$ cat config.mk
export PLATFORM = sky130hd
export DESIGN_NAME = priority_interrupt_unit
export DESIGN_NICKNAME = d
export VERILOG_FILES = /design/src/hdl/irq_ctrl_pkg.sv /design/src/hdl/priority_interrupt_unit.sv
export SDC_FILE = /design/constraint.sdc
export NUM_CORES = 1
export LEC_CHECK = 0
export BUFFER_PORTS_ARGS = -buffer_cell sky130_fd_sc_hd__buf_2
export CORE_ASPECT_RATIO = 1.1
export CORE_MARGIN = 3
export CORE_UTILIZATION = 50
export DETAILED_ROUTE_END_ITERATION = 16
export HOLD_SLACK_MARGIN = 0.15
export PLACE_DENSITY = 0.67
export SYNTH_ARGS = -nofsm -noshare
export SYNTH_HDL_FRONTEND = slang
export SYNTH_SLANG_ARGS = --single-unit
$ cat constraint.sdc
create_clock -name core_clk -period 8 [get_ports core_clk]
set_input_delay 1.6 -clock core_clk [delete_from_list [all_inputs] [get_ports core_clk]]
set_output_delay 1.6 -clock core_clk [all_outputs]
set_load 0.005 [all_outputs]
$ cat src/hdl/irq_ctrl_pkg.sv
/*
 * package for the priority interrupt unit: register offsets, write masks,
 * reset values, field layout helpers and the request bundle to the core.
 * assumes a 16-bit register port with word offsets and one 100 MHz clock.
 */
package irq_ctrl_pkg;

    // ------------------------------------------------------------
    // sizes
    // ------------------------------------------------------------
    localparam int NUM_SRC        = 46;
    localparam int NUM_FIXED      = 2;
    localparam int NUM_FIELDS     = 30;
    localparam int ADDR_W         = 5;
    localparam int DATA_W         = 16;
    localparam int VEC_ADDR_W     = 21;

    // ------------------------------------------------------------
    // register offsets (word index on the register port)
    // ------------------------------------------------------------
    localparam logic [4:0] OFS_PRIO_0     = 5'h00;
    localparam logic [4:0] OFS_PRIO_4     = 5'h04;
    localparam logic [4:0] OFS_VEC_BASE   = 5'h05;
    localparam logic [4:0] OFS_FMATCH_0   = 5'h06;
    localparam logic [4:0] OFS_FLO_0      = 5'h07;
    localparam logic [4:0] OFS_FHI_0      = 5'h08;
    localparam logic [4:0] OFS_FMATCH_1   = 5'h09;
    localparam logic [4:0] OFS_FLO_1      = 5'h0A;
    localparam logic [4:0] OFS_FHI_1      = 5'h0B;
    localparam logic [4:0] OFS_PEND_0     = 5'h0C;
    localparam logic [4:0] OFS_PEND_1     = 5'h0D;
    localparam logic [4:0] OFS_PEND_2     = 5'h0E;
    localparam logic [4:0] OFS_CONTROL    = 5'h12;
    localparam logic [4:0] OFS_EVT_STATUS = 5'h13;
    localparam logic [4:0] OFS_EVT_CLEAR  = 5'h14;
    localparam logic [4:0] OFS_EVT_ENABLE = 5'h15;

    // ------------------------------------------------------------
    // writable bits and reset values
    // ------------------------------------------------------------
    localparam logic [79:0] PRIO_WMASK    = {16'h00FF, 16'hFFF0, 16'hF3FF, 16'hFCFF, 16'hC3FF};
    localparam logic [15:0] PRIO_RST      = 16'h0000;
    localparam logic [15:0] VEC_BASE_MASK = 16'h3FFF;
    localparam logic [15:0] FMATCH_MASK   = 16'h003F;
    localparam logic [15:0] FHI_MASK      = 16'h001F;
    localparam logic [15:0] REG_RST       = 16'h0000;
    localparam int          CTRL_DIS_BIT  = 5;
    localparam logic [2:0]  CTRL_ONES     = 3'h7;
    localparam logic [15:0] PEND0_FILL    = 16'h0001;
    localparam logic [15:0] PEND2_FILL    = 16'hE000;
    localparam int          EOC_FIELD_TOP = 10;
    localparam logic [1:0]  FIXED_LEVEL   = 2'h3;
    localparam logic [1:0]  FAST_LEVEL    = 2'h2;
    localparam int          NUM_EVT       = 3;
    localparam logic [2:0]  EVT_RST       = 3'h0;

    // ------------------------------------------------------------
    // types
    // ------------------------------------------------------------
    typedef struct packed {
        logic                  valid;
        logic                  fast;
        logic [1:0]            level;
        logic [VEC_ADDR_W-1:0] vec_addr;
    } core_req_t;

    // bit position of the k-th implemented priority field in the joined 80-bit image
    function automatic int field_pos(input int k);
        int n;
        int pos;
        n   = 0;
        pos = 0;
        for (int p = 0; p < 40; p++) begin
            if (PRIO_WMASK[2*p]) begin
                if (n == k) begin
                    pos = 2 * p;
                end
                n++;
            end
        end
        return pos;
    endfunction

endpackage

$ cat src/hdl/priority_interrupt_unit.sv
/*
 * priority interrupt unit: priority registers, per-level encoding, nesting
 * mask, normal and fast vector formation, wake request and event interrupt.
 * assumes sources, core mask and low-power flag come from logic on core_clk.
 */
`timescale 1ns/1ps

// Summary of operation
// - 46 sources, 30 of them with three software levels
// - lowest source number wins within level
// - pending request raises wake in low power
// - only pre-sleep enabled sources may wake
// - normal vector is base joined with number
// - core mask bits permit level and above
// - fast when match and level two
// - fast vector from matching address pair
// - nineteen registers at base plus offset
// - five priority registers, unused bits zero
// - vector base top two bits zero
// - fast match holds vector number only
// - fast address split low and high
// - pending flags 2..45, empty bits one
// - field 00 disables, others raise level
// - reserved priority bits read zero
module priority_interrupt_unit
    import irq_ctrl_pkg::*;
(
    input  wire logic                       core_clk,
    input  wire logic                       sys_rst,
    input  wire logic [irq_ctrl_pkg::ADDR_W-1:0] reg_addr,
    input  wire logic [irq_ctrl_pkg::DATA_W-1:0] reg_wdata,
    input  wire logic                       reg_wr,
    input  wire logic                       reg_rd,
    output logic      [irq_ctrl_pkg::DATA_W-1:0] reg_rdata,
    input  wire logic [irq_ctrl_pkg::NUM_SRC-1:0] irq_src,
    input  wire logic [1:0]                 core_mask,
    input  wire logic                       low_power,
    output irq_ctrl_pkg::core_req_t         core_req,
    output logic                            wake_req,
    output logic                            irq_out
);
    import irq_ctrl_pkg::*;

    // ------------------------------------------------------------
    // registers
    // ------------------------------------------------------------
    logic [79:0]            prio_r;
    logic [15:0]            vec_base_r;
    logic [15:0]            fmatch_r [2];
    logic [15:0]            flo_r    [2];
    logic [15:0]            fhi_r    [2];
    logic                   gdis_r;
    logic [NUM_EVT-1:0]     evt_status_r;
    logic [NUM_EVT-1:0]     evt_enable_r;
    logic [NUM_SRC-1:0]     en_snap_r;
    logic                   lp_d_r;
    logic [DATA_W-1:0]      rdata_r;
    core_req_t              req_r;
    logic                   wake_r;
    logic                   irq_r;

    // ------------------------------------------------------------
    // address decode
    // ------------------------------------------------------------
    wire logic in_prio   = (reg_addr <= OFS_PRIO_4);
    wire logic hit_vb    = (reg_addr == OFS_VEC_BASE);
    wire logic hit_fm0   = (reg_addr == OFS_FMATCH_0);
    wire logic hit_fl0   = (reg_addr == OFS_FLO_0);
    wire logic hit_fh0   = (reg_addr == OFS_FHI_0);
    wire logic hit_fm1   = (reg_addr == OFS_FMATCH_1);
    wire logic hit_fl1   = (reg_addr == OFS_FLO_1);
    wire logic hit_fh1   = (reg_addr == OFS_FHI_1);
    wire logic hit_ctl   = (reg_addr == OFS_CONTROL);
    wire logic hit_est   = (reg_addr == OFS_EVT_STATUS);
    wire logic hit_eclr  = (reg_addr == OFS_EVT_CLEAR);
    wire logic hit_een   = (reg_addr == OFS_EVT_ENABLE);
    wire logic [2:0] prio_idx = reg_addr[2:0];

    // ------------------------------------------------------------
    // per-source enable and level
    // ------------------------------------------------------------
    logic [NUM_SRC-1:0] src_en;
    logic [1:0]         src_lvl [NUM_SRC];

    genvar gs;
    generate
        for (gs = 0; gs < NUM_SRC; gs++) begin : g_src
            if (gs < NUM_FIXED) begin : g_fixed
                assign src_en[gs]  = 1'b1;
                assign src_lvl[gs] = FIXED_LEVEL;
            end else if (gs < NUM_FIXED + NUM_FIELDS) begin : g_prog
                localparam int POS  = field_pos(gs - NUM_FIXED);
                localparam int BASE = (POS < EOC_FIELD_TOP) ? 1 : 0;
                wire logic [1:0] fld = prio_r[POS +: 2];
                assign src_en[gs]  = (fld != 2'h0);
                assign src_lvl[gs] = fld - 2'h1 + 2'(BASE);
            end else begin : g_none
                assign src_en[gs]  = 1'b0;
                assign src_lvl[gs] = 2'h0;
            end
        end
    endgenerate

    // ------------------------------------------------------------
    // level encoding and arbitration
    // ------------------------------------------------------------
    function automatic logic [5:0] lowest_set(input logic [NUM_SRC-1:0] v);
        logic [5:0] idx;
        idx = 6'h00;
        for (int i = NUM_SRC - 1; i >= 0; i--) begin
            if (v[i]) begin
                idx = 6'(i);
            end
        end
        return idx;
    endfunction

    logic [NUM_SRC-1:0] lvl_req [4];
    logic [3:0]         lvl_any;
    logic [5:0]         lvl_win [4];

    genvar gl;
    generate
        for (gl = 0; gl < 4; gl++) begin : g_lvl
            for (genvar k = 0; k < NUM_SRC; k++) begin : g_bit
                assign lvl_req[gl][k] = irq_src[k] & src_en[k] & (src_lvl[k] == 2'(gl));
            end
            assign lvl_any[gl] = |lvl_req[gl];
            assign lvl_win[gl] = lowest_set(lvl_req[gl]);
        end
    endgenerate

    // highest requesting level first; the mask then decides if it may go
    wire logic [1:0] top_lvl = lvl_any[3] ? 2'h3 : lvl_any[2] ? 2'h2 : lvl_any[1] ? 2'h1 : 2'h0;
    wire logic [5:0] top_src = lvl_win[top_lvl];
    wire logic permitted     = (|lvl_any) && (top_lvl >= core_mask);
    wire logic take          = permitted && !gdis_r;

    // ------------------------------------------------------------
    // vector formation
    // ------------------------------------------------------------
    wire logic match0 = (fmatch_r[0][5:0] == top_src);
    wire logic match1 = (fmatch_r[1][5:0] == top_src);
    wire logic is_fast = (match0 || match1) && (top_lvl == FAST_LEVEL);
    wire logic [VEC_ADDR_W-1:0] norm_addr = {vec_base_r[13:0], top_src, 1'b0};
    wire logic [VEC_ADDR_W-1:0] fast_addr = match0 ? {fhi_r[0][4:0], flo_r[0]}
                                                   : {fhi_r[1][4:0], flo_r[1]};

    core_req_t req_nxt;
    assign req_nxt.valid    = take;
    assign req_nxt.fast     = take && is_fast;
    assign req_nxt.level    = take ? top_lvl : 2'h0;
    assign req_nxt.vec_addr = !take ? '0 : is_fast ? fast_addr : norm_addr;

    // ------------------------------------------------------------
    // wake request
    // ------------------------------------------------------------
    wire logic lp_enter = low_power && !lp_d_r;
    // sources enabled after sleep began must not wake, so a snapshot is used
    wire logic wake_nxt = low_power && |(irq_src & en_snap_r);

    // ------------------------------------------------------------
    // pending view and read mux
    // ------------------------------------------------------------
    wire logic [15:0] pend0 = {irq_src[16:2], 1'b0} | PEND0_FILL;
    wire logic [15:0] pend1 = irq_src[32:17];
    wire logic [15:0] pend2 = {3'h0, irq_src[45:33]} | PEND2_FILL;
    wire logic [15:0] ctrl_view = {req_r.valid, req_r.level, req_r.vec_addr[7:1],
                                   gdis_r, CTRL_ONES, 2'h0};
    wire logic [15:0] prio_view = prio_r[16*prio_idx +: 16];

    wire logic [15:0] rd_mux =
        in_prio            ? prio_view :
        hit_vb             ? (vec_base_r & VEC_BASE_MASK) :
        hit_fm0            ? (fmatch_r[0] & FMATCH_MASK) :
        hit_fl0            ? flo_r[0] :
        hit_fh0            ? (fhi_r[0] & FHI_MASK) :
        hit_fm1            ? (fmatch_r[1] & FMATCH_MASK) :
        hit_fl1            ? flo_r[1] :
        hit_fh1            ? (fhi_r[1] & FHI_MASK) :
        (reg_addr == OFS_PEND_0) ? pend0 :
        (reg_addr == OFS_PEND_1) ? pend1 :
        (reg_addr == OFS_PEND_2) ? pend2 :
        hit_ctl            ? ctrl_view :
        hit_est            ? {13'h0, evt_status_r} :
        hit_een            ? {13'h0, evt_enable_r} : 16'h0000;

    // ------------------------------------------------------------
    // event flags
    // ------------------------------------------------------------
    wire logic [NUM_EVT-1:0] evt_set = {req_nxt.fast && !req_r.fast,
                                        wake_nxt && !wake_r,
                                        take && !req_r.valid};
    wire logic [NUM_EVT-1:0] evt_clr = (reg_wr && hit_eclr) ? reg_wdata[NUM_EVT-1:0] : '0;
    // a set in the same cycle as its clear wins so no event is lost
    wire logic [NUM_EVT-1:0] evt_status_nxt = evt_set | (evt_status_r & ~evt_clr);

    // ------------------------------------------------------------
    // register writes
    // ------------------------------------------------------------
    always_ff @(posedge core_clk) begin
        if (sys_rst) begin
            prio_r <= {5{PRIO_RST}};
        end else if (reg_wr && in_prio) begin
            prio_r[16*prio_idx +: 16] <= reg_wdata & PRIO_WMASK[16*prio_idx +: 16];
        end
    end

    always_ff @(posedge core_clk) begin
        if (sys_rst) begin
            vec_base_r <= REG_RST;
            fmatch_r   <= '{REG_RST, REG_RST};
            flo_r      <= '{REG_RST, REG_RST};
            fhi_r      <= '{REG_RST, REG_RST};
            gdis_r     <= 1'b0;
        end else if (reg_wr) begin
            if (hit_vb) begin
                vec_base_r <= reg_wdata & VEC_BASE_MASK;
            end
            if (hit_fm0) begin
                fmatch_r[0] <= reg_wdata & FMATCH_MASK;
            end
            if (hit_fm1) begin
                fmatch_r[1] <= reg_wdata & FMATCH_MASK;
            end
            if (hit_fl0) begin
                flo_r[0] <= reg_wdata;
            end
            if (hit_fl1) begin
                flo_r[1] <= reg_wdata;
            end
            if (hit_fh0) begin
                fhi_r[0] <= reg_wdata & FHI_MASK;
            end
            if (hit_fh1) begin
                fhi_r[1] <= reg_wdata & FHI_MASK;
            end
            if (hit_ctl) begin
                gdis_r <= reg_wdata[CTRL_DIS_BIT];
            end
        end
    end

    always_ff @(posedge core_clk) begin
        if (sys_rst) begin
            evt_status_r <= EVT_RST;
            evt_enable_r <= EVT_RST;
        end else begin
            evt_status_r <= evt_status_nxt;
            if (reg_wr && hit_een) begin
                evt_enable_r <= reg_wdata[NUM_EVT-1:0];
            end
        end
    end

    // ------------------------------------------------------------
    // outputs and sleep snapshot
    // ------------------------------------------------------------
    always_ff @(posedge core_clk) begin
        if (sys_rst) begin
            rdata_r   <= 16'h0000;
            req_r     <= '0;
            wake_r    <= 1'b0;
            irq_r     <= 1'b0;
            lp_d_r    <= 1'b0;
            en_snap_r <= '0;
        end else begin
            rdata_r <= reg_rd ? rd_mux : 16'h0000;
            req_r   <= req_nxt;
            wake_r  <= wake_nxt;
            irq_r   <= |(evt_status_nxt & evt_enable_r);
            lp_d_r  <= low_power;
            if (lp_enter) begin
                en_snap_r <= src_en;
            end
        end
    end

    assign reg_rdata = rdata_r;
    assign core_req  = req_r;
    assign wake_req  = wake_r;
    assign irq_out   = irq_r;
endmodule

### After elaboration in Yosys (flattened, before gate mapping)

Index checks and enable logic that the tools add are counted.

| storage, ports and cells | value |
|---|---|
| register bits after elaboration | 231 |
| latch bits | 0 |
| memory bits (writable) | 0 |
| ROM bits | 0 |
| input bits | 74 |
| output and inout port bits | 43 |
| logic and storage cells | 572 |
| memories kept | 0 |

| operators by class | value |
|---|---|
| $add $sub $neg | 36 |
| multiply operators | 0 |
| divide/modulo/power cells | 0 |
| magnitude comparators | 3 |
| equal/unequal tests | 107 |
| shift-type cells | 4 |
| mux-type cells | 146 |
| bitwise gates (word level) | 160 |
| reduce and logical (&&, ||, !) cells | 95 |

Operators with widths:

| kind | count |
|---|---|
| 5-bit two-way mux | 94 |
| 16-bit two-way mux | 12 |
| 6-bit two-way mux | 30 |
| 1-bit AND | 150 |
| 2-bit == test, second input constant | 61 |
| 122-bit OR reduction | 1 |
| 80-bit bitwise mux | 1 |
| 16-bit by 34-bit variable shift with 80-bit output, first input constant | 1 |
| 16-bit by 34-bit variable part select with 80-bit output | 1 |
| 80-bit by 8-bit variable part select with 16-bit output | 1 |
| 80-bit by 8-bit variable part select with 16-bit output, first input constant | 1 |
| 2-bit by 1-bit == test with 1-bit output, second input constant | 30 |
| 2-bit logical NOT | 30 |
| 2-bit nonzero test | 30 |
| 30-bit OR reduction | 2 |
| 2-bit by 1-bit subtractor with 2-bit output, second input constant | 30 |
| 46-bit by 32-bit AND with 46-bit output | 1 |
| 46-bit OR reduction | 1 |
| 21-bit two-way mux | 2 |
| 5-bit by 4-bit == test with 1-bit output, second input constant | 7 |
| 7-bit negation with 34-bit output | 1 |
| 32-bit OR reduction | 1 |
| 5-bit == test, second input constant | 4 |
| 16-bit AND | 1 |
| other kinds (21) | 58 |

### Depth between registers and ports, before layout

Gate-level depths: netlist (run 1).

| logic depth | value |
|---|---|
| depth after elaboration | 46 |
| mapped depth | 17 |
| gate-level depth less buffers | 16 |

### Worst setup path after synthesis (run 1)

No wires, ideal clock.

| timing | value |
|---|---|
| path kind | input to register |
| start | in irq_src[6] (netlist name) |
| end | reg req_r (netlist bit core_req[5]) |
| library setup time | 126 ps |
| arrival | 4502 ps |
| required time | 7874 ps |
| setup slack | 3372 ps |
| stages on the path | 11 |
| cells stage by stage | and3b_1 -> or4_1 -> nor4_4 -> and3_1 -> a2111oi_4 -> a211oi_2 -> xor2_1 -> a2111o_1 -> or3_1 -> a221oi_1 -> nor3_1 |

| between the ends | value |
|---|---|
| longest elaborated chain between the ends | 16 |
| elaborated cells on any way between the ends | 50 |
| those cells by class | order compare (1); eq/ne (3); mux (30); bitwise (7); reduce/logical (9) |

Ends and longest elaborated chain:

| element | RTL line | RTL |
|---|---|---|
| start: declaration | priority_interrupt_unit.sv:35 | `input wire logic [irq_ctrl_pkg::NUM_SRC-1:0] irq_src,` |
| 1-bit AND (*) | priority_interrupt_unit.sv:126 | `assign lvl_req[gl][k] = irq_src[k] & src_en[k] & (src_lvl[k] == 2'(gl));` |
| 1-bit AND | priority_interrupt_unit.sv:126 |  |
| 6-bit two-way mux (7 in a row) | priority_interrupt_unit.sv:111 | `if (v[i]) begin` |
| 6-bit binary-select mux with 2-bit select | priority_interrupt_unit.sv:135 | `wire logic [5:0] top_src = lvl_win[top_lvl];` |
| 6-bit two-way mux (implied by the code) (2 in a row) | priority_interrupt_unit.sv:135 |  |
| 6-bit == test, on equally long branches | priority_interrupt_unit.sv:142, priority_interrupt_unit.sv:143 |  |
| 1-bit logical OR | priority_interrupt_unit.sv:144 | `wire logic is_fast = (match0 \|\| match1) && (top_lvl == FAST_LEVEL);` |
| 1-bit logical AND | priority_interrupt_unit.sv:144 |  |
| 21-bit two-way mux | priority_interrupt_unit.sv:153 | `assign req_nxt.vec_addr = !take ? '0 : is_fast ? fast_addr : norm_addr;` |
| end signal: assignment | priority_interrupt_unit.sv:269 | `req_r <= req_nxt;` |
| end: declaration | priority_interrupt_unit.sv:58 | `core_req_t req_r;` |

Mark *: on every way between the ends. The rest lies on a longest branch, timed or not. The select of a mux whose other input is x is not followed.
A chain may end at the register's enable or synchronous reset.

### Worst setup path after layout (run 1)

| timing | value |
|---|---|
| start | in irq_src[25] (netlist name) |
| end | reg req_r (netlist bit core_req[2]) |

| between the ends | value |
|---|---|
| longest elaborated chain between the ends | 35 |
| elaborated cells on any way between the ends | 126 |
| those cells by class | order compare (1); eq/ne (3); mux (106); bitwise (7); reduce/logical (9) |

Ends and longest elaborated chain:

| element | RTL line |
|---|---|
| 1-bit AND (*) | priority_interrupt_unit.sv:126 |
| 1-bit AND | priority_interrupt_unit.sv:126 |
| 5-bit two-way mux (2 in a row) | priority_interrupt_unit.sv:111 |
| 6-bit two-way mux (24 in a row) | priority_interrupt_unit.sv:111 |
| 6-bit binary-select mux with 2-bit select | priority_interrupt_unit.sv:135 |
| 6-bit two-way mux (implied by the code) (2 in a row) | priority_interrupt_unit.sv:135 |
| 6-bit == test, on equally long branches | priority_interrupt_unit.sv:142, priority_interrupt_unit.sv:143 |
| 1-bit logical OR | priority_interrupt_unit.sv:144 |
| 1-bit logical AND | priority_interrupt_unit.sv:144 |
| 21-bit two-way mux | priority_interrupt_unit.sv:153 |

Marked as above.

==> out/summary.log, run 1 <==
qor: clocking.cts_inserted_buffers 25
qor: placement.detailedPlacementHpwl 41.98 mm
qor: timing.final-max-slew-violation-count 0
qor: clocking.path_clk_slew 0.06 ns
qor: die.die_w 157.1 um
qor: die.die_height 172.2 um
qor: yosys.synth-async-reset-ratio 0
qor: route.routed_wl 56.64 mm
qor: power.cellPowerDensity 188.3 nW/um^2
qor: critical_path.timing_worst_setup_path_type in -> reg
qor: status.outcome finished clean
qor: critical_path.critPathArrivalTime 5.54 ns
qor: route.average_wire_per_standard_cell 28.48 um
qor: route.drt-pass1-iter-count 8
qor: critical_path.biggest_fanout_along_the_worst_timing_path 17
qor: clocking.ctsHtreeMaxLevel 1
qor: timing.setup_ws 2.871 ns
qor: clocking.post_cts.repair.setup_buffers 0
qor: critical_path.critPathTopFamily simple AND/OR/NAND/NOR gates
qor: grt.first_global_vias 12710
qor: placement.placement.setup.worst_slack 2.471 ns
qor: timing.hold_violations 0
qor: yosys.syn-num-nets 1685
qor: die.die_area 27040 sq um
qor: critical_path.cpMostUsedCell buf_4
qor: yosys.synth_cell_types 78
qor: cells_and_area.utilization 0.5778
qor: route.avg_vias_per_cell 6.907
qor: cells_and_area.antenna-diode-count 0
qor: timing.tightest_slew 1.091 ns
qor: flow_run.max_cap_violations 0
qor: cells_and_area.area.growth.synth_to_final 13.00%
qor: route.drtAntennaViolNets 0
qor: timing.maxClockFrequency 195.0 MHz
qor: timing.timing.setup.tns 0 ns
qor: route.detail_route.drc_violations 0
qor: clocking.tritoncts built
qor: cells_and_area.drive_above_1_share 0.1334
qor: timing.slew_headroom 0.2708
qor: die.design.core.area 24550 sq um
qor: critical_path.crit_path_top_delay_cell nor4b_1
qor: critical_path.cell_by_cell_trace_of_the_critical_path buf_2 > nand3_1 > and2_1 > nor4b_1 > a31o_2 > o21ai_4 > or3_1 > a211oi_1 > o22ai_2 > buf_4 > nor2_1 > buf_4 > mux2i_1 > a21oi_1
qor: yosys.synth_seq_area_share 0.3668
qor: grt.pin_count_of_the_biggest_net_entering_global_routing 114
qor: die.pin_count 117
qor: yosys.commonest_register_cell_after_synthesis dfxtp_1
qor: timing.fin_worst_skew 0.02131 ns
qor: clocking.cts.hold.buffers_added 0
qor: clocking.ctsResizeCount 0
qor: timing.rsz0062_at_grt no
qor: timing.holdWs 0.4792 ns
qor: grt.grt_usage 0.4053
qor: yosys.synthesized_area_per_cell 7.845 sq um
qor: power.power_leakage 5.443 nW
qor: clocking.clk_root_buffer_cell clkbuf_16
qor: critical_path.critPathRequiredTime 8.41 ns
qor: yosys.ys_ff_latch 230
qor: placement.io_buffers 116
qor: critical_path.critical_path_buffers_and_inverters 3
qor: grt.gr-total-overflow 0
qor: critical_path.crit_path_max_incr_delay 0.75 ns
qor: route.dr_total_vias 13740
qor: power.power.ir.vdd_worst 0.2222 mV
qor: yosys.postSynthCellCount 1600
qor: timing.post-route-min-period 5.129 ns
qor: critical_path.end_kind register
qor: grt.global_route_wire_length_before_repair 81.71 mm
qor: clocking.cts_num_sinks 230
qor: grt.number_of_antenna_violations_at_the_first_check_in_global_routing 0
qor: cells_and_area.layout_fillers 2347
qor: cells_and_area.nets_finish 1748
qor: die.rows 60
qor: die.initial_utilization 0.5113
qor: timing.min_period_over_period 0.6412
qor: placement.place.gp.congestion 1.071
qor: clocking.cts_max_path_buffers 3
qor: clocking.worstSkewPairLatency 0.56 ns
qor: yosys.yosysWarningCount 0
qor: timing.setup-violations-final 0
qor: yosys.synth_area 12550 sq um
qor: route.first_iter_violations 2042
qor: worst_hold_path.min-delay-path-class reg -> reg
qor: critical_path.startpoint_type input port
qor: yosys.edff_count_synth 0
## metal layers
layer / part of all wire / track usage / vias to the layer above
met2: 0.42 / 0.6150 / 1021
met1: 0.38 / 0.5273 / 6420
li1: - / - / 6029
met3: 0.11 / 0.08686 / 268
met4: 0.083 / 0.2502 / 0
met5: 0 / 0 / -
## per-stage QoR
stage / total power, mW / instances / area, sq um
finish: 2.671 / 1989 / 14180
global route: 2.730 / 1989 / 14180
CTS: 2.665 / 1989 / 14180
detailed placement: 1.447 / 1946 / 13310
global placement: 1.447 / 1946 / 13310
floorplan: 1.335 / 1600 / 12550
## power by group
group | total, mW | internal [mW] | switching [mW] | leakage [nW]
sequential | 1.18 | 1.16 | 0.0148 | 1.86
clock | 1.24 | 0.744 | 0.493 | 0.430
combinational | 0.254 | 0.0729 | 0.181 | 3.15
## logic make-up (layout without fill, tap and decap cells)
logic type / count (synthesis) / count (layout) / share of synthesized area
xor+xnor: 5 / 5 / 0.003489
flops: 230 / 230 / 0.3668
mux: 42 / 42 / 0.04954
buf+inv: 116 / 195 / 0.03728
fa+ha+maj: 11 / 11 / 0.01096
simple gates: 785 / 785 / 0.3116
compound gates: 411 / 411 / 0.2203
## cell type report
type	instances	area [sq um]	share of cell area
clock buffers	37	750.7	0.05293
clock inverters	6	120.1	0.008469
inverters	11	41.29	0.002911
multi-input cells	1254	7505	0.5291
flip-flops and latches	230	4604	0.3246
well taps	310	387.9	0.02735
repair buffers	141	774.5	0.05460
## cells in the mapped netlist (7+ instances only)
| cell type | instances | area share |
|---|---|---|
| a211oi_1 | 30 | 0.018 |
| a21oi_1 | 128 | 0.051 |
| a221oi_1 | 45 | 0.031 |
| a22o_1 | 7 | 0.0049 |
| a22oi_1 | 40 | 0.024 |
| a31oi_1 | 22 | 0.011 |
| a32oi_1 | 12 | 0.0084 |
| and2_1 | 7 | 0.0035 |
| and3_1 | 15 | 0.0075 |
| and3b_1 | 28 | 0.020 |
| buf_1 | 8 | 0.0024 |
| clkbuf_1 | 90 | 0.027 |
| dfxtp_1 | 230 | 0.37 |
| ha_1 | 11 | 0.011 |
| inv_1 | 10 | 0.0030 |
| mux2i_1 | 25 | 0.020 |
| mux4_2 | 16 | 0.029 |
| nand2_1 | 202 | 0.060 |
| nand2b_1 | 21 | 0.010 |
| nand3_1 | 77 | 0.031 |
| nand3b_1 | 50 | 0.030 |
| nand4_1 | 24 | 0.012 |
| nor2_1 | 200 | 0.060 |
| nor2b_1 | 16 | 0.0080 |
| nor3_1 | 100 | 0.040 |
| nor4b_1 | 7 | 0.0049 |
| o211ai_1 | 10 | 0.0060 |
| o21ai_0 | 57 | 0.023 |
| o21ai_1 | 7 | 0.0028 |
## registers in the layout (all words and copies together) (netlist names)
name	cells
lp_d_r	1
evt_status_r	3
flo_r	32
gdis_r	1
en_snap_r	31
evt_enable_r	3
core_req	25
fmatch_r	12
vec_base_r	14
wake_req	1
reg_rdata	16
irq_out	1
fhi_r	10
prio_r	80
## worst paths after layout
path | endpoint | start | cells after the start | slack, ns
max | core_req[2] | irq_src[25] | 14 | 2.87
min | prio_r[13] | prio_r[13] | 2 | 0.48
max reg2reg | core_req[2] | prio_r[8] | 14 | 3.52
min reg2reg | prio_r[13] | prio_r[13] | 2 | 0.48
## worst reg2reg max path, stage by stage, from the launching register on
cell      delay, ns
dfxtp_1        0.63
nand3b_1       0.27
nand4_1        0.28
or4_4          0.52
nor4_4         0.32
inv_2          0.16
nor3_1         0.36
a211oi_2       0.19
xnor2_1        0.23
nand3_1        0.10
buf_4          0.20
nor2_1         0.44
buf_4          0.35
mux2i_1        0.23
a21oi_1        0.09
## cells in the final DEF, fill, tap and decap left out, types with 11 or more instances in the layout
| cell type | synthesis | routed |
|---|---|---|
| ha_1 | 11 | 11 |
| buf_2 | 1 | 115 |
| mux2i_1 | 25 | 25 |
| a32oi_1 | 12 | 12 |
| nand3b_1 | 50 | 50 |
| mux4_2 | 16 | 16 |
| a21oi_1 | 128 | 128 |
| buf_4 | 2 | 25 |
| nor3_1 | 100 | 99 |
| nor2b_1 | 16 | 15 |
| nand3_1 | 77 | 77 |
| nor2_1 | 200 | 199 |
| and3b_1 | 28 | 28 |
| a22oi_1 | 40 | 40 |
| nand2b_1 | 21 | 21 |
| clkbuf_16 | 0 | 25 |
| nand4_1 | 24 | 24 |
| nand2_1 | 202 | 202 |
| and3_1 | 15 | 15 |
| o21ai_0 | 57 | 57 |
| a221oi_1 | 45 | 45 |
| dfxtp_1 | 230 | 230 |
| a211oi_1 | 30 | 30 |
| a31oi_1 | 22 | 22 |
Note: power is estimated with default switching activity, not from simulation.
==> run 2, diff against run 1 <==
- PLACE_DENSITY: 0.67 -> 0.7
- clock period: 8 -> 4.21 ns (I/O delays scaled with it)
==> run 2 against run 1 <==
Effect of this change: via count rose by 2.0%; non-clock buffer count up 65; wire length rose by 0.75%; sequential power grew 90%; clock power rose by 98%; register-to-register slack got worse by 3.2 ns; clock skew is 0.014 ns lower; global-route usage is 0.44 points higher; highest routed layer unchanged.
==> out/summary.log, run 2 (same netlist as run 1, synthesis figures left out) <==
qor: die.die_w 157.1 um [unchanged]
qor: timing.hold_violations 0 [unchanged]
qor: timing.holdWs 0.4760 ns [was 0.4792 ns]
qor: placement.io_buffers 116 [unchanged]
qor: clocking.cts_num_sinks 230 [unchanged]
qor: clocking.cts.hold.buffers_added 0 [unchanged]
qor: grt.global_route_wire_length_before_repair 82.94 mm [was 81.71 mm]
qor: clocking.cts_max_path_buffers 3 [unchanged]
qor: timing.timing.setup.tns 0 ns [unchanged]
qor: power.power_leakage 5.793 nW [was 5.443 nW]
qor: route.avg_vias_per_cell 6.815 [was 6.907]
qor: route.dr_total_vias 14020 [was 13740]
qor: cells_and_area.finish.cell_count_without_fillers 2057 [was 1989]
qor: critical_path.critical_path_buffers_and_inverters 1 [was 3]
qor: timing.rsz0062_at_grt no [unchanged]
qor: die.rows 60 [unchanged]
qor: critical_path.timing_worst_setup_path_type reg -> reg [was in -> reg]
qor: grt.gr-total-overflow 0 [unchanged]
qor: clocking.cts_inserted_buffers 26 [was 25]
qor: timing.slew_headroom 0.2621 [was 0.2708]
qor: clocking.ctsHtreeMaxLevel 1 [unchanged]
qor: worst_hold_path.min-delay-path-class reg -> reg [unchanged]
qor: die.pin_count 117 [unchanged]
qor: critical_path.biggest_fanout_along_the_worst_timing_path 39 [was 17]
qor: timing.tightest_slew 1.103 ns [was 1.091 ns]
qor: status.outcome finished clean [unchanged]
qor: clocking.tritoncts built [unchanged]
qor: placement.place.gp.congestion 1.121 [was 1.071]
qor: cells_and_area.area.growth.synth_to_final 17.32% [was 13.00%]
qor: cells_and_area.layout.cells.most_common_list dfxtp_1 (230), nand2_1 (202), nor2_1 (199) [unchanged]
qor: route.detail_route.drc_violations 0 [unchanged]
qor: clocking.ctsResizeCount 0 [unchanged]
qor: placement.detailedPlacementHpwl 42.75 mm [was 41.98 mm]
qor: cells_and_area.max_flop_register prio_r [unchanged]
qor: die.die_area 27040 sq um [unchanged]
qor: cells_and_area.nets_finish 1814 [was 1748]
qor: grt.grt_usage 0.4097 [was 0.4053]
qor: clocking.post_cts.repair.setup_buffers 0 [unchanged]
qor: die.design.core.area 24550 sq um [unchanged]
qor: power.power.ir.vdd_worst 0.2795 mV [was 0.2222 mV]
qor: critical_path.cell_by_cell_trace_of_the_critical_path and3b_1 > or4_1 > nor4_4 > and3_1 > a2111oi_4 > a211oi_2 > xor2_1 > a2111o_1 > o32ai_4 > buf_12 > o21ai_1 > a31oi_1 [was buf_2 > nand3_1 > and2_1 > nor4b_1 > a31o_2 > o21ai_4 > or3_1 > a211oi_1 > o22ai_2 > buf_4 > nor2_1 > buf_4 > mux2i_1 > a21oi_1]
qor: route.routed_wl 57.06 mm [was 56.64 mm]
qor: timing.setup-violations-final 0 [unchanged]
qor: grt.number_of_antenna_violations_at_the_first_check_in_global_routing 0 [unchanged]
qor: route.drt-pass1-iter-count 6 [was 8]
qor: cells_and_area.utilization 0.5999 [was 0.5778]
qor: timing.maxClockFrequency 259.8 MHz
qor: cells_and_area.flip_flop_count_of_the_largest_register_all_copies_and_words_added 80 [unchanged]
qor: route.first_iter_violations 2039 [was 2042]
qor: timing.setup_ws 0.3613 ns [was 2.871 ns]
qor: grt.pin_count_of_the_biggest_net_entering_global_routing 84 [was 114]
qor: cells_and_area.reg.largest.list prio_r: 80 flops, flo_r: 32 flops, en_snap_r: 31 flops [unchanged]
qor: cells_and_area.layout.cells.most_common dfxtp_1 [unchanged]
qor: die.die_height 172.2 um [unchanged]
qor: critical_path.end_kind register [unchanged]
qor: critical_path.critPathArrivalTime 4.32 ns [was 5.54 ns]
qor: timing.post-route-min-period 3.849 ns
qor: critical_path.critPathRequiredTime 4.68 ns [was 8.41 ns]
qor: timing.final-max-slew-violation-count 0 [unchanged]
qor: die.initial_utilization 0.5113 [unchanged]
qor: grt.first_global_vias 13040 [was 12710]
qor: route.average_wire_per_standard_cell 27.74 um [was 28.48 um]
qor: timing.min_period_over_period 0.9142
qor: cells_and_area.drive_above_1_share 0.1666 [was 0.1334]
qor: critical_path.critPathTopFamily simple AND/OR/NAND/NOR gates [unchanged]
qor: critical_path.crit_path_max_incr_delay 0.59 ns [was 0.75 ns]
qor: critical_path.startpoint_type register [was input port]
qor: clocking.path_clk_slew 0.06 ns [about the same]
qor: placement.placement.setup.worst_slack 0.02888 ns [was 2.471 ns]
qor: route.drtAntennaViolNets 0 [unchanged]
qor: clocking.clk_root_buffer_cell clkbuf_16 [unchanged]
qor: flow_run.max_cap_violations 0 [unchanged]
qor: power.cellPowerDensity 352.9 nW/um^2 [was 188.3 nW/um^2]
qor: critical_path.crit_path_top_delay_cell or4_1 [was nor4b_1]
qor: cells_and_area.antenna-diode-count 0 [unchanged]
qor: timing.fin_worst_skew 0.007633 ns [was 0.02131 ns]
qor: placement.numPlacedInstances 2011 [was 1946]
qor: clocking.worstSkewPairLatency 0.56 ns [about the same]
-- run 2: area by class of cell --
class / instances / area (sq um)
inverter: 11 / 41.29
clock buffer: 35 / 734.5
timing repair buffer: 206 / 1275
tap: 310 / 387.9
sequential: 230 / 4604
multi-input combinational: 1254 / 7500
clock inverter: 11 / 183.9
fill: 2332 / 9822
-- run 2: final timing paths --
check / from / end / slack, ns / depth (start not counted)
max: prio_r[8] / core_req[11] / 0.36 / 12
min: prio_r[12] / prio_r[12] / 0.48 / 2
max reg2reg: prio_r[8] / core_req[11] / 0.36 / 12
min reg2reg: prio_r[12] / prio_r[12] / 0.48 / 2
-- run 2: routing by layer --
metal | track usage | vias up | routed length, um
li1 | - | 6174 | -
met1 | 0.5221 | 6573 | 21280
met2 | 0.6238 | 1024 | 24110
met3 | 0.08411 | 248 | 6535
met4 | 0.2815 | 0 | 5142
met5 | 0 | - | 0
-- run 2: metrics by stage --
stage,area (sq um),power [mW]
after global placement,13810,2.772
after detailed placement,13810,2.774
after CTS,14730,5.171
after floorplan,12550,2.536
final,14730,5.198
after global routing,14730,5.303
-- run 2: power breakdown --
part / switching (mW) / leakage (nW) / total (mW) / internal, mW
clock: 0.977 / 0.453 / 2.45 / 1.47
combinational: 0.354 / 3.48 / 0.512 / 0.158
sequential: 0.0267 / 1.86 / 2.24 / 2.21
total: 1.36 / 5.79 / 5.20 / 3.84
-- run 2: tightest hold or removal path, stage by stage, from the launching register on --
cell and delay, ns:
dfxtp_1 0.31, nand2b_1 0.06, a21oi_1 0.06
